### src/sgpcr_pkg.sv
// Package of register map, field layout and reset values for the switch global port control block
package sgpcr_pkg;

  // Register byte offsets (the map's printed offsets are word aligned)
  localparam logic [7:0] STAT_EN_OFS    = 8'h0C;
  localparam logic [7:0] PRI_TYPE_OFS   = 8'h10;
  localparam logic [7:0] IDLE_OFS       = 8'h14;
  localparam logic [7:0] RATE_OFS       = 8'h18;
  localparam logic [7:0] GAP_OFS        = 8'h1C;
  localparam logic [7:0] START_WDS_OFS  = 8'h20;
  localparam logic [7:0] PAUSE_OFS      = 8'h24;
  localparam logic [7:0] EGR_THR_OFS    = 8'h28;
  localparam logic [7:0] BLK_ALLOC_OFS  = 8'h34;
  localparam logic [7:0] VLAN_OFS       = 8'h38;
  localparam logic [7:0] PRI_MAP_OFS    = 8'h3C;
  localparam logic [7:0] STATUS_OFS     = 8'h40;

  // Field positions
  localparam int ESC_SEL_LSB   = 8;
  localparam int MAC_RATE_LSB  = 12;
  localparam int TX_BLK_LSB    = 8;
  localparam int VLAN_PRI_LSB  = 13;
  localparam int VLAN_CFI_BIT  = 12;

  // Field widths
  localparam int NPORT       = 3;
  localparam int ESC_W       = 5;
  localparam int RATE_W      = 4;
  localparam int GAP_W       = 5;
  localparam int START_W     = 11;
  localparam int THR_W       = 10;
  localparam int BLK_W       = 8;
  localparam int VID_W       = 12;
  localparam int PRI_W       = 3;
  localparam int WORD_CNT_W  = 11;

  // Reset values, the MAC rate floor and the egress threshold extra
  localparam logic [NPORT-1:0]   STAT_EN_RST   = 3'h0;
  localparam logic [NPORT-1:0]   ESC_SEL_RST   = 3'h0;
  localparam logic [ESC_W-1:0]   ESC_LOAD_RST  = 5'h00;
  localparam logic               IDLE_RST      = 1'b0;
  localparam logic [RATE_W-1:0]  MAC_RATE_RST  = 4'h3;
  localparam logic [RATE_W-1:0]  MAC_RATE_MIN  = 4'h2;
  localparam logic [RATE_W-1:0]  HOST_RATE_RST = 4'h3;
  localparam logic [GAP_W-1:0]   GAP_RST       = 5'h00;
  localparam logic [START_W-1:0] START_WDS_RST = 11'h008;
  localparam logic [THR_W-1:0]   EGR_THR_RST   = 10'h000;
  localparam logic [THR_W-1:0]   EGR_THR_EXTRA = 10'h002;
  localparam logic [BLK_W-1:0]   TX_BLK_RST    = 8'h00;
  localparam logic [BLK_W-1:0]   RX_BLK_RST    = 8'h00;
  localparam logic [NPORT-1:0]   PAUSE_RST     = 3'h0;
  localparam logic [15:0]        VLAN_RST      = 16'h0000;
  localparam logic [31:0]        PRI_MAP_RST   = 32'h7654_3210;

  typedef struct packed {
    logic [PRI_W-1:0] pri;
    logic             cfi;
    logic [VID_W-1:0] vid;
  } sgpcr_vlan_s;

  typedef struct packed {
    logic [7:0]  addr;
    logic [31:0] wdata;
    logic        wr;
    logic        rd;
  } sgpcr_bus_s;

  typedef enum logic [1:0] {
    UNLOAD_IDLE = 2'b00,
    UNLOAD_BUSY = 2'b01
  } sgpcr_unload_e;

endpackage

### src/sgpcr_pace.sv
// Rate pacer: one enable pulse every rate clock periods
`timescale 1ns/1ps
module sgpcr_pace
  import sgpcr_pkg::*;
(
  // Clock and reset
  input  wire logic              mclk,
  input  wire logic              nrst,
  // Control
  input  wire logic [RATE_W-1:0] rate,
  // Pulse
  output logic                   slot
);

  logic [RATE_W-1:0] cnt_r;
  logic [RATE_W-1:0] cnt_nxt;

  always_comb begin
    if (cnt_r + 4'h1 >= rate) begin
      cnt_nxt = 4'h0;
    end else begin
      cnt_nxt = cnt_r + 4'h1;
    end
  end

  always_ff @(posedge mclk) begin
    if (!nrst) begin
      cnt_r <= 4'h0;
    end else begin
      cnt_r <= cnt_nxt;
    end
  end

  assign slot = (cnt_r == 4'h0);

endmodule

### src/sgpcr_regs.sv
// Switch global port control register bank and the control it exerts
//
// The address-and-strobe port and the register addresses were decided locally.
`timescale 1ns/1ps
module sgpcr_regs
  import sgpcr_pkg::*;
(
  // Clock and reset
  input  wire logic                  mclk,
  input  wire logic                  nrst,
  // Register port
  input  wire logic [7:0]            regAddr,
  input  wire logic [31:0]           regWdata,
  input  wire logic                  regWr,
  input  wire logic                  regRd,
  output logic [31:0]                regRdata,
  // Statistics and pause enables
  output logic [NPORT-1:0]           portCountingOn,
  output logic [NPORT-1:0]           portPauseOn,
  // Transmit priority scheduling
  output logic [NPORT-1:0]           portEscalateSelect,
  output logic [ESC_W-1:0]           escalateLoadCount,
  input  wire logic [NPORT-1:0]      schedHighSent,
  output logic [NPORT-1:0]           lowerGrant,
  // Receive unload
  input  wire logic                  unloadReq,
  input  wire logic                  unloadDone,
  output logic                       unloadStart,
  output logic                       unloadBusy,
  // Through rate pacing
  output logic                       macRateSlot,
  output logic                       hostRateSlot,
  // Transmit FIFO
  input  wire logic [GAP_W-1:0]      txBlockUsage,
  output logic                       txShortGap,
  input  wire logic [START_W-1:0]    txFifoWords,
  output logic                       txEgressAllow,
  // Host egress stream
  input  wire logic [WORD_CNT_W-1:0] egrBufWords,
  input  wire logic                  egrPktComplete,
  output logic                       egrStartAllow,
  output logic                       egressThreadReady,
  // Host queue configuration
  output logic [BLK_W-1:0]           transmitBlockAllocation,
  output logic [BLK_W-1:0]           receiveBlockAllocation,
  output sgpcr_vlan_s                hostDefaultVlanTag,
  // Header priority mapping
  input  wire logic [PRI_W-1:0]      hdrPri,
  output logic [PRI_W-1:0]           switchQueuePri
);

  sgpcr_bus_s          bus;
  logic [NPORT-1:0]    statEn_r;
  logic [NPORT-1:0]    statEn_nxt;
  logic [NPORT-1:0]    escSel_r;
  logic [NPORT-1:0]    escSel_nxt;
  logic [ESC_W-1:0]    escLoad_r;
  logic [ESC_W-1:0]    escLoad_nxt;
  logic                idle_r;
  logic                idle_nxt;
  logic [RATE_W-1:0]   macRate_r;
  logic [RATE_W-1:0]   macRate_nxt;
  logic [RATE_W-1:0]   hostRate_r;
  logic [RATE_W-1:0]   hostRate_nxt;
  logic [GAP_W-1:0]    gap_r;
  logic [GAP_W-1:0]    gap_nxt;
  logic [START_W-1:0]  startWds_r;
  logic [START_W-1:0]  startWds_nxt;
  logic [NPORT-1:0]    pause_r;
  logic [NPORT-1:0]    pause_nxt;
  logic [THR_W-1:0]    egrThr_r;
  logic [THR_W-1:0]    egrThr_nxt;
  logic [BLK_W-1:0]    txBlk_r;
  logic [BLK_W-1:0]    txBlk_nxt;
  logic [BLK_W-1:0]    rxBlk_r;
  logic [BLK_W-1:0]    rxBlk_nxt;
  sgpcr_vlan_s         vlan_r;
  sgpcr_vlan_s         vlan_nxt;
  logic [31:0]         priMap_r;
  logic [31:0]         priMap_nxt;
  logic [31:0]         rdata_r;
  logic [31:0]         rdata_nxt;
  sgpcr_unload_e       unl_r;
  sgpcr_unload_e       unl_nxt;
  // One escalation counter per port, counting higher-priority sends
  logic [ESC_W-1:0]    escCnt_r [NPORT];
  logic [ESC_W-1:0]    escCnt_nxt [NPORT];
  logic [RATE_W-1:0]   macRateUse;
  // Fill-level operands carry a spare bit so threshold plus two cannot wrap
  logic [WORD_CNT_W:0] egrWordsExt;
  logic [WORD_CNT_W:0] egrStartLevel;
  logic [WORD_CNT_W:0] egrReadyLevel;

  // Bus fields travel as one bundle so decode and read mux see the same sample
  assign bus = '{addr: regAddr, wdata: regWdata, wr: regWr, rd: regRd};

  // Register writes; only defined field bits are stored
  always_comb begin
    statEn_nxt   = statEn_r;
    escSel_nxt   = escSel_r;
    escLoad_nxt  = escLoad_r;
    idle_nxt     = idle_r;
    macRate_nxt  = macRate_r;
    hostRate_nxt = hostRate_r;
    gap_nxt      = gap_r;
    startWds_nxt = startWds_r;
    pause_nxt    = pause_r;
    egrThr_nxt   = egrThr_r;
    txBlk_nxt    = txBlk_r;
    rxBlk_nxt    = rxBlk_r;
    vlan_nxt     = vlan_r;
    priMap_nxt   = priMap_r;
    // Gap bits of the priority map are masked so they always read back as zero
    if (bus.wr) begin
      case (bus.addr)
        STAT_EN_OFS: statEn_nxt = bus.wdata[NPORT-1:0];
        PRI_TYPE_OFS: begin
          escSel_nxt  = bus.wdata[ESC_SEL_LSB +: NPORT];
          escLoad_nxt = bus.wdata[ESC_W-1:0];
        end
        IDLE_OFS: idle_nxt = bus.wdata[0];
        RATE_OFS: begin
          macRate_nxt  = bus.wdata[MAC_RATE_LSB +: RATE_W];
          hostRate_nxt = bus.wdata[RATE_W-1:0];
        end
        GAP_OFS: gap_nxt = bus.wdata[GAP_W-1:0];
        START_WDS_OFS: startWds_nxt = bus.wdata[START_W-1:0];
        PAUSE_OFS: pause_nxt = bus.wdata[NPORT-1:0];
        EGR_THR_OFS: egrThr_nxt = bus.wdata[THR_W-1:0];
        BLK_ALLOC_OFS: begin
          txBlk_nxt = bus.wdata[TX_BLK_LSB +: BLK_W];
          rxBlk_nxt = bus.wdata[BLK_W-1:0];
        end
        VLAN_OFS: begin
          vlan_nxt.pri = bus.wdata[VLAN_PRI_LSB +: PRI_W];
          vlan_nxt.cfi = bus.wdata[VLAN_CFI_BIT];
          vlan_nxt.vid = bus.wdata[VID_W-1:0];
        end
        PRI_MAP_OFS: priMap_nxt = bus.wdata & 32'h7777_7777;
        default: ;
      endcase
    end
  end

  // Read mux; reserved bits and unmapped offsets read as zero
  always_comb begin
    rdata_nxt = 32'h0000_0000;
    if (bus.rd) begin
      case (bus.addr)
        STAT_EN_OFS:   rdata_nxt[NPORT-1:0] = statEn_r;
        PRI_TYPE_OFS: begin
          rdata_nxt[ESC_SEL_LSB +: NPORT] = escSel_r;
          rdata_nxt[ESC_W-1:0]            = escLoad_r;
        end
        IDLE_OFS:      rdata_nxt[0] = idle_r;
        RATE_OFS: begin
          rdata_nxt[MAC_RATE_LSB +: RATE_W] = macRate_r;
          rdata_nxt[RATE_W-1:0]             = hostRate_r;
        end
        GAP_OFS:       rdata_nxt[GAP_W-1:0]   = gap_r;
        START_WDS_OFS: rdata_nxt[START_W-1:0] = startWds_r;
        PAUSE_OFS:     rdata_nxt[NPORT-1:0]   = pause_r;
        EGR_THR_OFS:   rdata_nxt[THR_W-1:0]   = egrThr_r;
        BLK_ALLOC_OFS: begin
          rdata_nxt[TX_BLK_LSB +: BLK_W] = txBlk_r;
          rdata_nxt[BLK_W-1:0]           = rxBlk_r;
        end
        VLAN_OFS:      rdata_nxt[15:0] = vlan_r;
        PRI_MAP_OFS:   rdata_nxt = priMap_r;
        // Status word is read-only; a write to its offset falls to the default branch
        STATUS_OFS: begin
          rdata_nxt[0] = unl_r == UNLOAD_BUSY;
          rdata_nxt[1] = txShortGap;
          rdata_nxt[2] = egressThreadReady;
        end
        default: ;
      endcase
    end
  end

  // Register file; every field returns to its reset value while nrst is low
  always_ff @(posedge mclk) begin
    if (!nrst) begin
      statEn_r   <= STAT_EN_RST;
      escSel_r   <= ESC_SEL_RST;
      escLoad_r  <= ESC_LOAD_RST;
      idle_r     <= IDLE_RST;
      macRate_r  <= MAC_RATE_RST;
      hostRate_r <= HOST_RATE_RST;
      gap_r      <= GAP_RST;
      startWds_r <= START_WDS_RST;
      pause_r    <= PAUSE_RST;
      egrThr_r   <= EGR_THR_RST;
      txBlk_r    <= TX_BLK_RST;
      rxBlk_r    <= RX_BLK_RST;
      vlan_r     <= VLAN_RST;
      priMap_r   <= PRI_MAP_RST;
      rdata_r    <= 32'h0000_0000;
    end else begin
      statEn_r   <= statEn_nxt;
      escSel_r   <= escSel_nxt;
      escLoad_r  <= escLoad_nxt;
      idle_r     <= idle_nxt;
      macRate_r  <= macRate_nxt;
      hostRate_r <= hostRate_nxt;
      gap_r      <= gap_nxt;
      startWds_r <= startWds_nxt;
      pause_r    <= pause_nxt;
      egrThr_r   <= egrThr_nxt;
      txBlk_r    <= txBlk_nxt;
      rxBlk_r    <= rxBlk_nxt;
      vlan_r     <= vlan_nxt;
      priMap_r   <= priMap_nxt;
      rdata_r    <= rdata_nxt;
    end
  end

  // Read data leaves a flip-flop; it is zero outside the answer cycle
  assign regRdata = rdata_r;

  // Configuration outputs straight from registers
  assign portCountingOn          = statEn_r;
  assign portPauseOn             = pause_r;
  assign portEscalateSelect      = escSel_r;
  assign escalateLoadCount       = escLoad_r;
  assign transmitBlockAllocation = txBlk_r;
  assign receiveBlockAllocation  = rxBlk_r;
  assign hostDefaultVlanTag      = vlan_r;

  // Escalation: count higher-priority sends, grant lower priority once the load count is met
  always_comb begin
    for (int p = 0; p < NPORT; p++) begin
      escCnt_nxt[p] = escCnt_r[p];
      lowerGrant[p] = 1'b0;
      if (escSel_r[p]) begin
        if (escCnt_r[p] >= escLoad_r) begin
          lowerGrant[p] = 1'b1;
          if (schedHighSent[p]) begin
            escCnt_nxt[p] = 5'h00;
          end
        end else if (schedHighSent[p]) begin
          escCnt_nxt[p] = escCnt_r[p] + 5'h01;
        end
      end else begin
        escCnt_nxt[p] = 5'h00;
      end
    end
  end

  // Counters clear here on reset only; fixed-priority ports are zeroed in the comb path
  always_ff @(posedge mclk) begin
    for (int p = 0; p < NPORT; p++) begin
      if (!nrst) begin
        escCnt_r[p] <= 5'h00;
      end else begin
        escCnt_r[p] <= escCnt_nxt[p];
      end
    end
  end

  // Receive unload gate: idle blocks only new starts, not one in flight
  always_comb begin
    unl_nxt     = unl_r;
    unloadStart = 1'b0;
    case (unl_r)
      UNLOAD_IDLE: begin
        if (unloadReq && !idle_r) begin
          unloadStart = 1'b1;
          unl_nxt     = UNLOAD_BUSY;
        end
      end
      UNLOAD_BUSY: begin
        if (unloadDone) begin
          unl_nxt = UNLOAD_IDLE;
        end
      end
      default: unl_nxt = UNLOAD_IDLE;
    endcase
  end

  always_ff @(posedge mclk) begin
    if (!nrst) begin
      unl_r <= UNLOAD_IDLE;
    end else begin
      unl_r <= unl_nxt;
    end
  end

  // Busy shows on the status word as well as on its own pin
  assign unloadBusy = unl_r == UNLOAD_BUSY;

  // Values below the floor would overrun the crossbar, so they are clamped
  assign macRateUse = (macRate_r < MAC_RATE_MIN) ? MAC_RATE_MIN : macRate_r;

  sgpcr_pace macPace (
    .mclk (mclk),
    .nrst (nrst),
    .rate (macRateUse),
    .slot (macRateSlot)
  );

  // A host rate of zero or one gives a slot on every cycle
  sgpcr_pace hostPace (
    .mclk (mclk),
    .nrst (nrst),
    .rate (hostRate_r),
    .slot (hostRateSlot)
  );

  // Threshold compares stay combinational so gating follows the live fill levels
  assign txShortGap = txBlockUsage >= gap_r;
  // A zero setting would allow underrun; software is expected to avoid it
  assign txEgressAllow = txFifoWords >= startWds_r;

  assign egrWordsExt       = {1'b0, egrBufWords};
  assign egrStartLevel     = {2'b00, egrThr_r};
  assign egrReadyLevel     = {2'b00, egrThr_r} + {2'b00, EGR_THR_EXTRA};
  assign egrStartAllow     = egrPktComplete || (egrWordsExt >= egrStartLevel);
  assign egressThreadReady = egrPktComplete || (egrWordsExt >= egrReadyLevel);

  // Lookup is combinational: the queue choice follows the header in the same cycle
  assign switchQueuePri = priMap_r[{hdrPri, 2'b00} +: PRI_W];

endmodule
### config.mk
export PLATFORM = sky130hd
export DESIGN_NAME = sgpcr_regs
export DESIGN_NICKNAME = d
export VERILOG_FILES = /design/src/sgpcr_pkg.sv /design/src/sgpcr_pace.sv /design/src/sgpcr_regs.sv
export SDC_FILE = /design/constraint.sdc
export NUM_CORES = 1
export LEC_CHECK = 0
export ABC_AREA = 0
export BUFFER_PORTS_ARGS = -buffer_cell sky130_fd_sc_hd__buf_2
export CAP_MARGIN = 20
export CORE_AREA = 2 2 115 128
export CTS_BUF_LIST = sky130_fd_sc_hd__clkbuf_2 sky130_fd_sc_hd__clkbuf_4 sky130_fd_sc_hd__clkbuf_8
export CTS_CLUSTER_SIZE = 20
export DETAILED_ROUTE_END_ITERATION = 8
export DIE_AREA = 0 0 117 130
export PLACE_DENSITY = 0.91
export SYNTH_ARGS = -nofsm -noshare
export SYNTH_HDL_FRONTEND = slang
export SYNTH_HIERARCHICAL = 1
export SYNTH_SLANG_ARGS = --single-unit
### constraint.sdc
create_clock -name mclk -period 3.5 [get_ports mclk]
set_input_delay 0.175 -clock mclk [delete_from_list [all_inputs] [get_ports mclk]]
set_output_delay 0.175 -clock mclk [all_outputs]
set_load 0.01 [all_outputs]
; Yosys cells after proc, flatten, opt, wreduce, memory -nomap -nowiden
; Memory sizes are Yosys's and may differ from the RTL's.
; Index checks and enable logic that the tools add are counted.
[op_classes]
n_eq_ne = 15
bitwise_logic = 4
order_cmp = 10
add_sub_neg = 6
muxes = 38
n_shift = 1
n_reduce_logical = 23
[ops]
columns = operator, count
row1 = 2-to-1 mux 5 bit, 15
row2 = equality test 8 x 6 -> 1 bit (second input constant), 6
row3 = equality test 8 x 5 -> 1 bit (second input constant), 4
row4 = variable part select 32 x 6 -> 3 bit, 1
row5 = AND reduction 2 bit, 13
row6 = greater-or-equal comparator 11 bit, 2
row7 = one-hot mux 2 bit (11 select lines), 1
row8 = greater-or-equal comparator 5 bit, 4
row9 = one-hot mux 4 bit (4 select lines), 1
row10 = adder 5 x 1 -> 5 bit (second input constant), 3
row11 = one-hot mux 3 bit (5 select lines), 1
row12 = one-hot mux 1 bit (7 select lines), 2
row13 = one-hot mux 1 bit (12 select lines), 1
row14 = one-hot mux 2 bit (6 select lines), 1
row15 = adder 10 x 2 -> 11 bit (second input constant), 1
row16 = greater-or-equal comparator 11 x 10 -> 1 bit, 1
row17 = 2-to-1 mux 1 bit, 10
row18 = adder 4 x 1 -> 4 bit (second input constant), 2
row19 = equality test 8 x 4 -> 1 bit (second input constant), 1
row20 = equality test 8 x 7 -> 1 bit (second input constant), 1
row21 = greater-or-equal comparator 4 bit, 2
row22 = zero test 4 bit, 2
row23 = one-hot mux 1 bit (5 select lines), 1
row24 = less-than comparator 4 x 2 -> 1 bit (second input constant), 1
row25 = 14 further kinds, 20
[word_totals]
output_inout_bits = 92
reg_bits = 143
wordCells = 119
ramBits = 15
n_memories = 1
[mem_list]
columns = memory, words, word_bits, rd, rd_ports_with_merged_regs, write_ports, line_no
row1 = escCnt_r, 3, 5, 3, 0, 3, sgpcr_regs.sv:86  ; logic [ESC_W-1:0] escCnt_r [NPORT];

; Depth between registers and ports, before layout
; An unclocked memory read counts as a cell.
[depth]
ltp_word = 6
mapped_depth = 12
depth_no_buf = 12

; Hierarchy
; The synthesis kept the hierarchy.
[modules_own_cells]
columns = mod, cells_each, area_per_inst_um2, instances
row1 = sgpcr_regs, 911, 7793.7, 1
row2 = sgpcr_pace, 29, 285.3, 2

; Worst setup path before layout
; OpenSTA, ideal clock, no wires.
[synth_timing]
path_type = reg-to-reg
start = register egrThr_r[1]
end = register rdata_r[2], in the netlist regRdata[2]
stages_incl_launch_ff = 13
path_buffers = 0
slack_ps = 1245
required_ps = 3369
setup_ps = 131
t_arrival_ps = 2124
path_cell_list = dfxtp_1 -> ha_1 -> nand3_1 -> nor3_1 -> nand3_1 -> xnor2_1 -> ha_1 -> o21ai_0 -> o21a_1 -> o2111ai_1 -> and2_1 -> nand2_1 -> a31oi_1
[synth_between]
elab_chain_cells = 4
[synth_rtl]
columns = element, line_no
row1 = from (decl), sgpcr_regs.sv:71  ; logic [THR_W-1:0] egrThr_r;
row2 = from (signal assigned), sgpcr_regs.sv:209  ; egrThr_r <= egrThr_nxt;
row3 = adder 10 x 2 -> 11 bit, sgpcr_regs.sv:317  ; assign egrReadyLevel = {2'b00, egrThr_r} + {2'b00, EGR_THR_EXTRA};
row4 = greater-or-equal comparator 11 bit, sgpcr_regs.sv:319  ; assign egressThreadReady = egrPktComplete || (egrWordsExt >= egrReadyLevel);
row5 = logical OR 1 bit, sgpcr_regs.sv:319
row6 = via egressThreadReady, sgpcr_regs.sv:42  ; output logic egressThreadReady,
row7 = one-hot mux 2 bit (11 select lines), sgpcr_regs.sv:149  ; case (bus.addr)
row8 = to (signal assigned), sgpcr_regs.sv:214  ; rdata_r <= rdata_nxt;
row9 = to (decl), sgpcr_regs.sv:81  ; logic [31:0] rdata_r;
; The timed path passes the listed nets, and every way through them passes these cells.
; A chain may end at the register's enable or synchronous reset.

; Final worst setup path
[layout_timing]
start = register egrThr_r[1]
end = output egressThreadReady
[layout_between]
elab_chain_cells = 3
[layout_rtl]
columns = element, line_no
row1 = adder 10 x 2 -> 11 bit, sgpcr_regs.sv:317
row2 = greater-or-equal comparator 11 bit, sgpcr_regs.sv:319
row3 = logical OR 1 bit, sgpcr_regs.sv:319
row4 = to (decl), sgpcr_regs.sv:42
; Every way passes these cells.

==> impl_metrics.toml <==
[routing]
first_drt_pass_iteration_count = 6
remaining_drc_errors = 0
route.vias.total = 7788
dr.first_iter.drc_count = 661
per_cell_via_count_in_the_routed_design = 5.89
wl_per_cell_microns = 17.9
postRouteWirelength_microns = 23700
postRouteAntennaNets = 0

[synthesis]
postSynth.asyncResetShare = 0
synth_seq_area_share = 0.376
synth-main-ff-cell = "dfxtp_1"
netlist_area_before_placement_sq_mm = 0.00836
synth_cell_type_count = 67
post_synth.cell_area_avg_sq_um = 8.63
synthesis.yosys.warnings = 6
synth-seq-cells = 157
count_of_flip_flops_with_a_built_in_enable_after_synthesis = 0
netlist_instances = 969

[worst_setup_path]
worst-path-max-fanout = 7
criticalPathCategory = "flip-flop to output port"
timing.critical_path.required_ns = 3.32
r2r.worst_path.cells = 12
kind_of_end_point_of_the_critical_path = "output port"
crit-reg2reg-capture = "regRdata[2]$_SDFF_PN0_"
regToRegStartpoint = "egrThr_r[1]$_SDFFE_PN0P_"
arrival_ns = 3.04
r2r_slack_ns = 0.78
worst_setup_path_start_kind = "flip-flop"

[final_layout]
n_fill_cell = 1091
final_nets = 1267
post_route_cells_drive_above_1_share = 0.206
layout-area-overhead-vs-synth_pct = 16.0
most_used_cells_in_the_layout_excluding_fill_and_tap_cells = "nand2_1, buf_2, dfxtp_1"
antenna_cells_inserted = 0
mostFrequentLayoutCell = "nand2_1"
stdcell_area_sq_mm = 0.00970
fin_cells = 1323

[sta]
worst-slew-pin-transition_ns = 0.997
finalHoldViolCount = 0
setup-tns-final_ns = 0
fin_worst_skew_ns = 0.00938
achievable-frequency_mhz = 311
timing.final.crit_share = 0.920
final.min_clock_period_ns = 3.22
slew_headroom = 0.326
finalSetupViolCount = 0
rsz0062_at_grt = "false"
whs_ns = 0.0183
slew_viol_final = 0

[grt]
grt_start_max_net_pins = 79
grt_antenna_before_repair = 1
grt_pass1_vias = 7510
global_route.overflow_total = 0
grt_first_pass_wirelength_microns = 37200
grt_usage = 0.316

[floorplanning]
die_area_sq_mm = 0.0152
design.core.area_sq_mm = 0.0141
rows = 46
floorplan.die.width_microns = 117
initial_utilization = 0.593
dieHeight_microns = 130
boundaryPins = 172

[min_path]
hold_path_startpoint = "regWdata[5]"
min_delay_path_depth = 3
min_to = "priMap_r[5]$_SDFFE_PN0P_"
holdCritPathClass = "input port to flip-flop"

[placement]
place.port_buffers = 163
place.gp.congestion = 0.965
dp_hpwl_microns = 17200
numPlacedInstances = 1272
dpl-instance-area_sq_mm = 0.00915

[clocking]
post-cts-setup-buffer-count = 0
worst_skew_pair.late_latency_ns = 0.47
clock-sinks = 157
cts_hold_buffers = 21
ctsRootBufferMaster = "clkbuf_8"
ctsLongestPathBuffers = 2
cts_repair_resize_count = 0
tritoncts = "built"
htreeDepth = 4
clkSlewWorstSetupHoldPaths_ns = 0.08
cts_inserted_buffers = 17

[pwr]
max-vdd-ir-drop_uv = 243
p_leak_uw = 0.00396
power.total_uw = 3520
power_density_mw_per_mm2 = 363

[run_status]
run_status = "finished, final reports clean"

[flow_run]
max_cap_viol_count = 0
## synthesized netlist by cell type (4+ instances only)
cell / instances / area (sq um)
nand2_1: 197 / 739
a22oi_1: 25 / 188
buf_4: 12 / 90.1
ha_1: 67 / 838
mux4_2: 6 / 135
a21o_1: 13 / 97.6
buf_2: 10 / 50.1
o21ai_0: 12 / 60.1
a21oi_1: 23 / 115
o211ai_1: 5 / 37.5
a211oi_1: 5 / 37.5
and3_1: 6 / 37.5
mux2i_1: 14 / 140
clkbuf_1: 33 / 124
nand4_1: 9 / 56.3
a222oi_1: 8 / 80.1
nand3_1: 61 / 305
xnor2_1: 10 / 87.6
and2_1: 17 / 106
nor3_1: 22 / 110
nand2b_1: 9 / 56.3
inv_1: 46 / 173
mux2_2: 4 / 45.0
nor2_1: 22 / 82.6
xor2_1: 11 / 96.3
dfxtp_1: 157 / 3140
a21boi_0: 51 / 383
a31oi_1: 4 / 25.0
buf_6: 5 / 56.3
a21boi_1: 29 / 218
nor2b_1: 21 / 131
## critical path, stage by stage (launching register included)
cell and delay [ns]:
dfxtp_1 0.48, ha_1 0.26, nand3_1 0.14, nor3_1 0.31, nand3_1 0.15, xnor2_1 0.15, ha_1 0.29, o21ai_0 0.16
o21a_1 0.16, o21ai_0 0.09, and2_1 0.22, buf_2 0.16
## how the worst max path moves through the flow
stage,from,end,slack [ns],depth (start not counted)
3_5_place_dp,egrThr_r[1]$_SDFFE_PN0P_,egressThreadReady,0.85,11
2_1_floorplan,egrThr_r[1]$_SDFFE_PN0P_,regRdata[2]$_SDFF_PN0_,1.24,12
4_1_cts,egrThr_r[1]$_SDFFE_PN0P_,egressThreadReady,0.31,11
6_report,egrThr_r[1]$_SDFFE_PN0P_,egressThreadReady,0.28,11
5_1_grt,egrThr_r[1]$_SDFFE_PN0P_,egressThreadReady,0.08,11
3_3_place_gp,egrThr_r[1]$_SDFFE_PN0P_,egressThreadReady,0.95,11
## cell type report
class | instances | area, sq um | area share
multi-input combinational | 708 | 4740 | 0.488
inverter | 46 | 173 | 0.0178
clock buffer | 23 | 298 | 0.0307
clock inverter | 7 | 41.3 | 0.00426
sequential | 157 | 3140 | 0.324
timing repair buffer | 190 | 1070 | 0.110
tap | 192 | 240 | 0.0248
## flip-flops by register name (all words and copies together) (netlist names)
name / cells
regRdata: 28
priMap_r: 24
hostDefaultVlanTag: 16
escCnt_r: 15
startWds_r: 11
egrThr_r: 10
receiveBlockAllocation: 8
transmitBlockAllocation: 8
escalateLoadCount: 5
gap_r: 5
hostPace/cnt_r: 4
hostRate_r: 4
macPace/cnt_r: 4
macRate_r: 4
portCountingOn: 3
portEscalateSelect: 3
portPauseOn: 3
idle_r: 1
unl_r: 1
## metrics by stage
stage,util,setup WS (ns)
2_1_floorplan,-,1.24
3_3_place_gp,0.649,0.953
3_5_place_dp,0.649,0.846
4_1_cts,0.688,0.310
5_1_grt,0.688,0.0829
6_report,0.688,0.282
## kinds of logic (layout without fill, tap and decap cells)
| kind of cell | count (synthesis) | after routing | synth area share |
|---|---|---|---|
| other cells | 1 | 4 | 0.000448 |
| buf+inv | 107 | 266 | 0.0594 |
| flops | 157 | 157 | 0.376 |
| simple gates | 391 | 391 | 0.226 |
| mux | 24 | 24 | 0.0383 |
| compound gates | 199 | 199 | 0.174 |
| fa+ha+maj | 67 | 67 | 0.100 |
| xor+xnor | 23 | 23 | 0.0259 |
## power breakdown
group | internal (uW) | switching [uW]
sequential | 1810 | 31.9
combinational | 208 | 259
clock | 557 | 652
## per-layer routing
layer  vias to the layer above  share of wire  track usage
li1                       3671              -            -
met1                      3616           0.39        0.390
met2                       416           0.48        0.520
met3                        83          0.087       0.0650
met4                         2          0.042        0.161
met5                         -         0.0015            0
Power figures use the tool's default switching activity.
